`config.mk`:
```
export PLATFORM = sky130hd
export DESIGN_NAME = aip_master
export DESIGN_NICKNAME = d
export VERILOG_FILES = /design/src/shared/aip_pkg.sv /design/src/hw/aip_sync.sv /design/src/hw/aip_master.sv
export SDC_FILE = /design/constraint.sdc
export NUM_CORES = 1
export LEC_CHECK = 0
export BUFFER_PORTS_ARGS = -buffer_cell sky130_fd_sc_hd__buf_4
export CORE_MARGIN = 1.5
export CORE_UTILIZATION = 55
export CTS_CLUSTER_DIAMETER = 200
export DETAILED_ROUTE_END_ITERATION = 6
export GPL_ROUTABILITY_DRIVEN = 1
export PLACE_DENSITY_LB_ADDON = 0.1
export SYNTH_ARGS = -nofsm -noshare
export SYNTH_HDL_FRONTEND = slang
export SYNTH_SLANG_ARGS = --single-unit
```
`constraint.sdc`:
```
create_clock -name i_clk -period 2.9 [get_ports i_clk]
set_input_delay 0 -clock i_clk [delete_from_list [all_inputs] [get_ports i_clk]]
set_output_delay 0 -clock i_clk [all_outputs]
set_load 0.02 [all_outputs]
```
`src/shared/aip_pkg.sv`:
```
package aip_pkg;

    // ------------------------------------------------------------
    // Timing
    // ------------------------------------------------------------
    localparam int AIP_CLK_HZ  = 40_000_000;
    localparam int AIP_STD_HZ  = 100_000;
    localparam int AIP_FAST_HZ = 400_000;
    localparam int AIP_HS_HZ   = 3_400_000;
    localparam int AIP_QW      = 8;
    // Quarter bit periods, rounded up so the rate never exceeds the limit
    localparam int AIP_Q_STD  = (AIP_CLK_HZ + 4 * AIP_STD_HZ - 1)
                              / (4 * AIP_STD_HZ);
    localparam int AIP_Q_FAST = (AIP_CLK_HZ + 4 * AIP_FAST_HZ - 1)
                              / (4 * AIP_FAST_HZ);
    localparam int AIP_Q_HS   = (AIP_CLK_HZ + 4 * AIP_HS_HZ - 1)
                              / (4 * AIP_HS_HZ);
    localparam logic [AIP_QW-1:0] AIP_QL_STD  = AIP_QW'(AIP_Q_STD);
    localparam logic [AIP_QW-1:0] AIP_QL_FAST = AIP_QW'(AIP_Q_FAST);
    localparam logic [AIP_QW-1:0] AIP_QL_HS   = AIP_QW'(AIP_Q_HS);

    // ------------------------------------------------------------
    // Bus codes
    // ------------------------------------------------------------
    localparam logic [4:0] AIP_ADDR_BASE = 5'h12;
    localparam logic [7:0] AIP_GC_ADDR   = 8'h00;
    localparam logic [7:0] AIP_GC_RESET  = 8'h06;
    localparam logic [3:0] AIP_ACK_BIT   = 4'h8;
    localparam logic [2:0] AIP_NB_WRITE  = 3'h4;
    localparam logic [2:0] AIP_NB_SHORT  = 3'h2;
    localparam logic [2:0] AIP_NB_RD2    = 3'h3;
    localparam logic [1:0] AIP_SYNC_RST  = 2'h3;

    // ------------------------------------------------------------
    // Types
    // ------------------------------------------------------------
    typedef enum logic [1:0] {
        AIP_OP_WRITE  = 2'b00,
        AIP_OP_SETPTR = 2'b01,
        AIP_OP_READ   = 2'b10,
        AIP_OP_GCRST  = 2'b11
    } aip_op_t;

    typedef enum logic [1:0] {
        AIP_SPD_STD  = 2'b00,
        AIP_SPD_FAST = 2'b01,
        AIP_SPD_HS   = 2'b10
    } aip_spd_t;

    typedef enum logic [1:0] {
        AIP_STRAP_GND = 2'b00,
        AIP_STRAP_VDD = 2'b01,
        AIP_STRAP_SCL = 2'b10,
        AIP_STRAP_SDA = 2'b11
    } aip_strap_t;

    typedef enum logic [2:0] {
        AIP_ST_IDLE  = 3'b000,
        AIP_ST_START = 3'b001,
        AIP_ST_BIT   = 3'b010,
        AIP_ST_STOP  = 3'b011,
        AIP_ST_DONE  = 3'b100
    } aip_st_t;

    typedef struct packed {
        aip_op_t    op;
        aip_spd_t   spd;
        aip_strap_t strap;
        logic [1:0] ptr;
        logic       two;
        logic [15:0] wdata;
    } aip_cmd_t;

    typedef struct packed {
        logic [15:0] rdata;
        logic        nack;
    } aip_rsp_t;

    typedef struct packed {
        aip_st_t           st;
        logic [AIP_QW-1:0] qcnt;
        logic [AIP_QW-1:0] qlen;
        logic [1:0]        ph;
        logic [3:0]        bitn;
        logic [2:0]        bidx;
        logic [2:0]        nbyt;
        logic [7:0]        sh;
        logic [15:0]       rdat;
        logic              nack;
        logic              scl_low;
        logic              sda_low;
        logic              rsp_v;
        aip_cmd_t          cmd;
    } aip_state_t;

    typedef struct packed {
        logic [1:0] s1;
        logic [1:0] s2;
        logic [1:0] s3;
        logic [1:0] q;
    } aip_sync_t;

    localparam aip_state_t AIP_STATE_RST = '0;
    localparam aip_sync_t  AIP_SYNC_INIT = '{s1: AIP_SYNC_RST,
                                             s2: AIP_SYNC_RST,
                                             s3: AIP_SYNC_RST,
                                             q:  AIP_SYNC_RST};

endpackage : aip_pkg

```
`src/hw/aip_sync.sv`:
```
`timescale 1ns/100ps
module aip_sync
    import aip_pkg::*;
(
    // Clock and reset
    input  wire logic       i_clk,
    input  wire logic       i_rst_n,
    // Pins
    input  wire logic [1:0] i_pin,
    // Filtered levels
    output logic      [1:0] o_lvl
);

    aip_sync_t  r_reg;
    aip_sync_t  r_next;
    logic [1:0] agree;

    // ------------------------------------------------------------
    // Three stages, change taken once last two agree
    // ------------------------------------------------------------
    genvar g;
    generate
        for (g = 0; g < 2; g++) begin : g_agree
            // Disagreement keeps old level, so a slow edge counts once
            assign agree[g] = (r_reg.s2[g] == r_reg.s3[g]) ? r_reg.s3[g]
                                                          : r_reg.q[g];
        end
    endgenerate

    always_comb begin
        r_next    = r_reg;
        r_next.s1 = i_pin;
        r_next.s2 = r_reg.s1;
        r_next.s3 = r_reg.s2;
        r_next.q  = agree;
    end

    always_ff @(posedge i_clk) begin
        if (!i_rst_n) begin
            r_reg <= AIP_SYNC_INIT;
        end else begin
            r_reg <= r_next;
        end
    end

    assign o_lvl = r_reg.q;

endmodule : aip_sync

```
`src/hw/aip_master.sv`:
```
`timescale 1ns/100ps
// Overview of operation
// - START: data falls while clock high
// - STOP: data rises while clock high
// - Data changes only while clock low
// - Start only when both lines high
// - Eight-bit bytes, ninth clock acknowledge
// - Receiver acknowledges by pulling data low
// - First byte: address then direction bit
// - Register words travel high byte first
// - Master ends read by not acknowledging
// - Pointer-only write just moves pointer
module aip_master
    import aip_pkg::*;
(
    // Clock and reset
    input  wire logic      i_clk,
    input  wire logic      i_rst_n,
    // Command
    input  wire logic      i_cmd_valid,
    input  wire aip_cmd_t  i_cmd,
    output logic           o_cmd_ready,
    // Response
    output logic           o_rsp_valid,
    output aip_rsp_t       o_rsp,
    output logic           o_busy,
    // Bus pins
    input  wire logic      i_scl,
    output logic           o_scl_o,
    output logic           o_scl_oe_n,
    input  wire logic      i_sda,
    output logic           o_sda_o,
    output logic           o_sda_oe_n
);

    aip_state_t r_reg;
    aip_state_t r_next;
    logic [1:0] lvl;
    logic       scl_s;
    logic       sda_s;
    logic       tick;
    logic       rx_byte;
    logic       last_byte;
    logic [7:0] cur_tx;

    // ------------------------------------------------------------
    // Decode helpers
    // ------------------------------------------------------------
    function automatic logic [7:0] tx_byte(input aip_cmd_t c,
                                           input logic [2:0] idx);
        logic [7:0] b;
        b = 8'h00;
        case (idx)
            3'h0: begin
                if (c.op == AIP_OP_GCRST) begin
                    b = AIP_GC_ADDR;
                end else begin
                    b = {AIP_ADDR_BASE, c.strap,
                         c.op == AIP_OP_READ};
                end
            end
            3'h1: begin
                if (c.op == AIP_OP_GCRST) begin
                    b = AIP_GC_RESET;
                end else begin
                    b = {6'h00, c.ptr};
                end
            end
            3'h2: b = c.wdata[15:8];
            3'h3: b = c.wdata[7:0];
            default: b = 8'h00;
        endcase
        return b;
    endfunction : tx_byte

    function automatic logic [2:0] n_bytes(input aip_cmd_t c);
        logic [2:0] n;
        n = AIP_NB_SHORT;
        case (c.op)
            AIP_OP_WRITE:  n = AIP_NB_WRITE;
            AIP_OP_SETPTR: n = AIP_NB_SHORT;
            AIP_OP_READ:   n = c.two ? AIP_NB_RD2 : AIP_NB_SHORT;
            AIP_OP_GCRST:  n = AIP_NB_SHORT;
            default:       n = AIP_NB_SHORT;
        endcase
        return n;
    endfunction : n_bytes

    function automatic logic [AIP_QW-1:0] q_len(input aip_spd_t s);
        logic [AIP_QW-1:0] q;
        q = AIP_QL_STD;
        case (s)
            AIP_SPD_STD:  q = AIP_QL_STD;
            AIP_SPD_FAST: q = AIP_QL_FAST;
            AIP_SPD_HS:   q = AIP_QL_HS;
            default:      q = AIP_QL_HS;
        endcase
        return q;
    endfunction : q_len

    // ------------------------------------------------------------
    // Pin filter
    // ------------------------------------------------------------
    aip_sync u_sync (
        .i_clk   (i_clk),
        .i_rst_n (i_rst_n),
        .i_pin   ({i_scl, i_sda}),
        .o_lvl   (lvl)
    );
    assign scl_s = lvl[1];
    assign sda_s = lvl[0];

    assign tick      = (r_reg.qcnt == '0);
    assign rx_byte   = (r_reg.cmd.op == AIP_OP_READ) && (r_reg.bidx != 3'h0);
    assign last_byte = ((r_reg.bidx + 3'h1) == r_reg.nbyt);
    assign cur_tx    = tx_byte(r_reg.cmd, r_reg.bidx);

    // ------------------------------------------------------------
    // Sequencer
    // ------------------------------------------------------------
    always_comb begin
        r_next       = r_reg;
        r_next.rsp_v = 1'b0;
        if (r_reg.st != AIP_ST_IDLE) begin
            r_next.qcnt = tick ? r_reg.qlen - 1'b1 : r_reg.qcnt - 1'b1;
        end
        case (r_reg.st)
            AIP_ST_IDLE: begin
                if (i_cmd_valid) begin
                    r_next.cmd     = i_cmd;
                    r_next.st      = AIP_ST_START;
                    r_next.ph      = 2'd0;
                    r_next.qlen    = q_len(i_cmd.spd);
                    r_next.qcnt    = q_len(i_cmd.spd) - 1'b1;
                    r_next.nbyt    = n_bytes(i_cmd);
                    r_next.bidx    = 3'h0;
                    r_next.rdat    = 16'h0000;
                    r_next.nack    = 1'b0;
                    r_next.scl_low = 1'b0;
                    r_next.sda_low = 1'b0;
                end
            end
            AIP_ST_START: begin
                if (r_reg.ph == 2'd0 && !(scl_s && sda_s)) begin
                    r_next.qcnt = r_reg.qlen - 1'b1;
                end else if (tick) begin
                    case (r_reg.ph)
                        2'd0: begin
                            r_next.sda_low = 1'b1;
                            r_next.ph      = 2'd1;
                        end
                        2'd1: r_next.ph = 2'd2;
                        default: begin
                            r_next.scl_low = 1'b1;
                            r_next.st      = AIP_ST_BIT;
                            r_next.ph      = 2'd0;
                            r_next.bitn    = 4'h0;
                            r_next.sh      = tx_byte(r_reg.cmd, 3'h0);
                        end
                    endcase
                end
            end
            AIP_ST_BIT: begin
                if (tick) begin
                    r_next.ph = r_reg.ph + 2'd1;
                    case (r_reg.ph)
                        2'd0: begin
                            // Data moves a full quarter after clock fell
                            if (r_reg.bitn == AIP_ACK_BIT) begin
                                r_next.sda_low = rx_byte && !last_byte;
                            end else begin
                                r_next.sda_low = !rx_byte && !r_reg.sh[7];
                            end
                        end
                        2'd1: r_next.scl_low = 1'b0;
                        2'd2: r_next.scl_low = 1'b0;
                        default: begin
                            r_next.scl_low = 1'b1;
                            if (r_reg.bitn != AIP_ACK_BIT) begin
                                r_next.sh   = {r_reg.sh[6:0], sda_s};
                                r_next.bitn = r_reg.bitn + 4'h1;
                            end else if (!rx_byte && sda_s) begin
                                r_next.nack = 1'b1;
                                r_next.st   = AIP_ST_STOP;
                                r_next.ph   = 2'd0;
                            end else begin
                                if (rx_byte) begin
                                    r_next.rdat = {r_reg.rdat[7:0], r_reg.sh};
                                end
                                r_next.bidx = r_reg.bidx + 3'h1;
                                r_next.bitn = 4'h0;
                                r_next.sh   = tx_byte(r_reg.cmd,
                                                      r_reg.bidx + 3'h1);
                                if (last_byte) begin
                                    r_next.st = AIP_ST_STOP;
                                    r_next.ph = 2'd0;
                                end
                            end
                        end
                    endcase
                end
            end
            AIP_ST_STOP: begin
                if (tick) begin
                    r_next.ph = r_reg.ph + 2'd1;
                    case (r_reg.ph)
                        2'd0: r_next.sda_low = 1'b1;
                        2'd1: r_next.scl_low = 1'b0;
                        2'd2: r_next.sda_low = 1'b0;
                        default: r_next.st = AIP_ST_DONE;
                    endcase
                end
            end
            AIP_ST_DONE: begin
                r_next.rsp_v = 1'b1;
                r_next.st    = AIP_ST_IDLE;
            end
            default: r_next = AIP_STATE_RST;
        endcase
    end

    always_ff @(posedge i_clk) begin
        if (!i_rst_n) begin
            r_reg <= AIP_STATE_RST;
        end else begin
            r_reg <= r_next;
        end
    end

    // ------------------------------------------------------------
    // Outputs
    // ------------------------------------------------------------
    // Open drain both lines; device never holds clock so no stretching
    assign o_scl_o     = 1'b0;
    assign o_scl_oe_n  = !r_reg.scl_low;
    assign o_sda_o     = 1'b0;
    assign o_sda_oe_n  = !r_reg.sda_low;
    assign o_cmd_ready = (r_reg.st == AIP_ST_IDLE);
    assign o_busy      = (r_reg.st != AIP_ST_IDLE);
    assign o_rsp_valid = r_reg.rsp_v;
    assign o_rsp       = '{rdata: r_reg.rdat, nack: r_reg.nack};
endmodule : aip_master

```
# After elaboration in Yosys (flattened, before gate mapping)

Index checks and enable logic that the tools add are counted.

Logic and storage cells: 178
Bits of input ports: 30
Output and inout port bits: 24
Register bits after elaboration: 89

Bitwise logic cells: 4
Equality and inequality tests: 39
$add $sub $neg: 6
Muxes and demuxes: 70
Reduce and logical (&&, ||, !) cells: 37

Operators by type and width:

| kind                                                               | number |
|---|---|
| 8-bit 2-to-1 mux                                                   | 10 |
| 17-bit case mux with 3 select lines                                | 1 |
| 25-bit 2-to-1 mux                                                  | 2 |
| 25-bit case mux with 2 select lines                                | 1 |
| 8-bit case mux with 3 select lines                                 | 2 |
| 3-bit 2-to-1 mux                                                   | 12 |
| 8-bit case mux with 4 select lines                                 | 1 |
| 2-bit inequality test, second input constant                       | 15 |
| 27-bit 2-to-1 mux                                                  | 1 |
| 24-bit 2-to-1 mux                                                  | 1 |
| 8-bit by 1-bit subtractor with 8-bit output, second input constant | 3 |
| 21-bit 2-to-1 mux                                                  | 1 |
| 2-bit case mux with 5 select lines                                 | 2 |
| 19-bit 2-to-1 mux                                                  | 1 |
| 6-bit 2-to-1 mux                                                   | 3 |
| 9-bit 2-to-1 mux                                                   | 2 |
| 3-bit case mux with 3 select lines                                 | 2 |
| 6-bit AND reduction                                                | 3 |
| 9-bit AND reduction                                                | 2 |
| 17-bit 2-to-1 mux                                                  | 1 |
| 16-bit 2-to-1 mux                                                  | 1 |
| 8-bit case mux with 2 select lines                                 | 1 |
| 2-bit 2-to-1 mux                                                   | 7 |
| 7-bit case mux with 2 select lines                                 | 1 |
| other kinds (36)                                                   | 80 |

# Depth between registers and ports, before layout

Depth in word-level cells: 9
Gate-level depth with buffers: 9
Mapped depth without buffers: 7

# By module

From an unflattened synthesis, not the netlist that was laid out.

Cells, all modules: 593
Area total of the unflattened synthesis: 4803.4 um^2

By module, submodules not included:

| module     | area an instance (um^2) | seq. area each (um^2) | instances | cells each |
|---|---|---|---|---|
| aip_master | 4563.1                  | 1541.5                | 1         | 571 |
| aip_sync   | 240.2                   | 160.2                 | 1         | 22 |

# Worst setup path after synthesis

Ideal clock, no wire load.

Kind: register to register
Start: register r_reg[73] (netlist name)
End: register r_reg[62] (netlist name)
Cell stages (with the launch flop): 8
Arrival time: 1.987 ns
Library setup time: 0.117 ns
Clock period less this slack: 2.105 ns
Path slack: 0.795 ns
Data required time: 2.783 ns
Path through: dfxtp_1 -> inv_1 -> ha_1 -> nor4b_4 -> nand2_4 -> a221o_1 -> a211o_1 -> a32o_1

Word-level cells in the longest chain between the ends: 3
Elaborated cells on any way between the ends: 4

Ends and longest elaborated chain:

| item                                   | line              | RTL |
|---|---|---|
| start, declared                        | aip_master.sv:36  | `aip_state_t r_reg;` |
| start signal, assigned                 | aip_master.sv:226 | `r_reg <= r_next;` |
| 8-bit logical NOT *                    | aip_master.sv:113 | `assign tick = (r_reg.qcnt == '0);` |
| 2-bit inequality test (no source line) | n/a               |  |
| 7-bit AND reduction (no source line) * | n/a               |  |

Every way passes the cells marked *; elsewhere a longest branch is shown, timed or not.
A chain may end at the register's enable or synchronous reset.

# Worst setup path after layout

Start: register r_reg[73] (netlist name)
End: register r_reg[45] (netlist name)

The elaborated chain is that of the path after synthesis.

==> flow_metrics.env <==
export IMPL_clkSinkCount=85
export IMPL_critical_path_class="register to register"
export IMPL_clock_path_buffers=2
export IMPL_crit_path_max_incr_delay_ps=500
export IMPL_switching_power_mw=2.02
export IMPL_vdd_drop_max_uv=465
export IMPL_drv_cap=0
export IMPL_finalSetupTns_ps=0
export IMPL_fp_dieH_um=93.8
export IMPL_drive_gt1_share_pct=14.0
export IMPL_holdWs_ps=75.8
export IMPL_rr_endpoint="r_reg[45]"
export IMPL_powerDensity_mw_per_mm2=837
export IMPL_worst_endpoint_arrival_ps=2730
export IMPL_wl_per_cell_um=16.5
export IMPL_pwr_share_comb_pct=47.6
export IMPL_status="finished, final reports clean"
export IMPL_fin_crit_sh_pct=86.1
export IMPL_clk_pin_slew_ps=100
export IMPL_yosysTopAreaCell="dfxtp_1"
export IMPL_r2r_setup_slack_ps=400
export IMPL_antenna_cells=0
export IMPL_setup_viol=0
export IMPL_port_buffers=51
export IMPL_crit_path_max_fanout=10
export IMPL_die_x_um=93.8
export IMPL_synth_main_ff_cell="dfxtp_1"
export IMPL_utilization_pct=68.6
export IMPL_placed_cells=674
export IMPL_h_tree_depth=3
export IMPL_postSynthCellCount=564
export IMPL_ys_ff_latch=85
export IMPL_cp_end_kind="register"
export IMPL_final_cell_area_mm2=0.00538
export IMPL_area_growth_syn_to_layout_pct=18.6
export IMPL_totalPowerFinal_mw=4.51
export IMPL_via_per_inst=6.14
export IMPL_synth_top_area_share_pct=37.5
export IMPL_layout_cells_non_filler=723
export IMPL_synth_area_mm2=0.00454
export IMPL_worstSetupStartpointType="register"
export IMPL_clkLatencyLatePin_ps=370
export IMPL_reg2reg_depth=7
export IMPL_async_flop_share_pct=0
export IMPL_relSlewSlack_pct=46.5
export IMPL_worst_slack_ps=402
export IMPL_place_area_mm2=0.00485
export IMPL_min_path_type="input port to register"
export IMPL_synth_cell_types=68
export IMPL_die_area_mm2=0.00881
export IMPL_coreArea_mm2=0.00785
export IMPL_antenna_found_initial=0
export IMPL_synth_yosys_warnings=0
export IMPL_cp_startpoint="r_reg[73]"
export IMPL_drc=0
export IMPL_synth_seq_area_share_pct=37.5
export IMPL_dp_hpwl_mm=8.15
export IMPL_maxSlewViolCount=0
export IMPL_fmax_ghz=0.400
export IMPL_grt_max_degree=34
export IMPL_grt_pass1_vias=4230
export IMPL_gp_congestion=0.978
export IMPL_p_seq_share_pct=33.9
export IMPL_drt_initial_drc_count=306
export IMPL_initial_utilization_pct=57.8
export IMPL_reg2reg_from="r_reg[73]"
export IMPL_fin_nets=661
export IMPL_critPathRequiredTime_ps=3130
export IMPL_synth_edf_count=0
export IMPL_cts_tree="yes"
export IMPL_cts_buffers=9
export IMPL_place_ws_ps=427
export IMPL_pwr_share_clk_pct=18.5
export IMPL_io_pins=54
export IMPL_rsz0062_at_grt="no"
export IMPL_root_buffer="clkbuf_8"
export IMPL_worstMarginPinSlew_ps=801
export IMPL_final_cell_mix="dfxtp_1, buf_4, a21oi_1"
export IMPL_largest_reg_flops=59
export IMPL_layout_commonest_cell="dfxtp_1"
export IMPL_synth_area_leaders="dfxtp_1, a21oi_1, nand3_1"
export IMPL_p_sw_share_pct=44.8
export IMPL_p_leak_nw=2.01
export IMPL_grt_usage_pct=28.9
export IMPL_route_vias_total=4442
export IMPL_ant_nets=0
export IMPL_overflow=0
export IMPL_p_int_mw=2.49
export IMPL_critPathSlowestCell="nor4b_4"
export IMPL_hold_viol=0
export IMPL_rows=32
export IMPL_synth_avg_cell_area_um2=8.05
export IMPL_endpoint="r_reg[45]"
export IMPL_grt_pass1_wl_mm=20.1
export IMPL_totalWireLength_mm=12.0
export IMPL_crit_chain="inv_1 -> ha_1 -> nor4b_4 -> nand2_4 -> a221o_1 -> nor2_1 -> a211oi_1"
export IMPL_dr_pass1_iters=6
export IMPL_fin_skew_ps=13.1
export IMPL_fin_crit_ps=2500
## cells by family (layout without fill, tap and decap cells)
group	count (synthesis)	in the layout	share of synthesized area, %
XOR/XNOR	4	4	0.772
buffers and inverters	79	135	8.35
adder cells (fa/ha/maj)	15	15	4.14
multiplexers	6	6	1.32
AO/OA/AOI/OAI	187	187	27.5
other	1	2	0.0826
AND/OR/NAND/NOR	187	187	20.4
flip-flops	85	85	37.5
## power groups by stage
stage / logic (mW) / clock network (mW) / registers, mW
floorplan: 1.57 / 0 / 1.47
global placement: 2.01 / 0 / 1.54
detailed placement: 2.04 / 0 / 1.54
CTS: 2.09 / 0.855 / 1.52
global route: 2.35 / 0.905 / 1.55
finish: 2.14 / 0.835 / 1.53
## synth_stat cells (11+ instances only)
library cell  number
nand3_1           43
o21ai_0           25
a22o_1            16
nand2_1           55
nor3_1            11
dfxtp_1           85
buf_4             20
ha_1              15
a22oi_1           13
clkbuf_1          26
a21oi_1           62
inv_1             20
nor2_1            36
## worst max-delay path: cells and delay by family, from the launching register on
family | cells | cell delay (ps)
fa+ha+maj | 1 | 160
compound gates | 2 | 610
buf+inv | 1 | 110
flops | 1 | 360
simple gates | 3 | 1130
## how the worst min path moves through the flow
stage	depth (start not counted)	slack, ps	start	to
floorplan	1	100	i_sda	u_sync.r_next[4]
global placement	2	180	i_scl	u_sync.r_next[5]
detailed placement	2	190	i_sda	u_sync.r_next[4]
CTS	5	50	i_cmd[16]	r_reg[53]
global route	5	140	i_cmd[16]	r_reg[53]
finish	5	80	i_cmd[16]	r_reg[53]
## per-layer routing
metal	global-route usage, %	part of all wire [%]	vias up
li1	-	-	2138
met1	38.6	45	2051
met2	45.3	45	219
met3	6.23	8.2	34
met4	11.3	2.2	0
met5	0	0	-
## layout make-up
cell class	count	area [um2]
Clock buffer	9	124
Clock inverter	7	76.3
Fill cell	670	2460
Inverter	22	82.6
Multi-Input combinational cell	401	2460
Sequential cell	85	1700
Tap cell	102	128
Timing Repair Buffer	97	811
## what timing repair did
action	CTS	global route
buffers inserted	0	0
hold buffers	33	0
setup endpoints to repair	0	0
resized for setup	0	0
hold endpoints to repair	35	0
(Power assumes the default switching activity.)
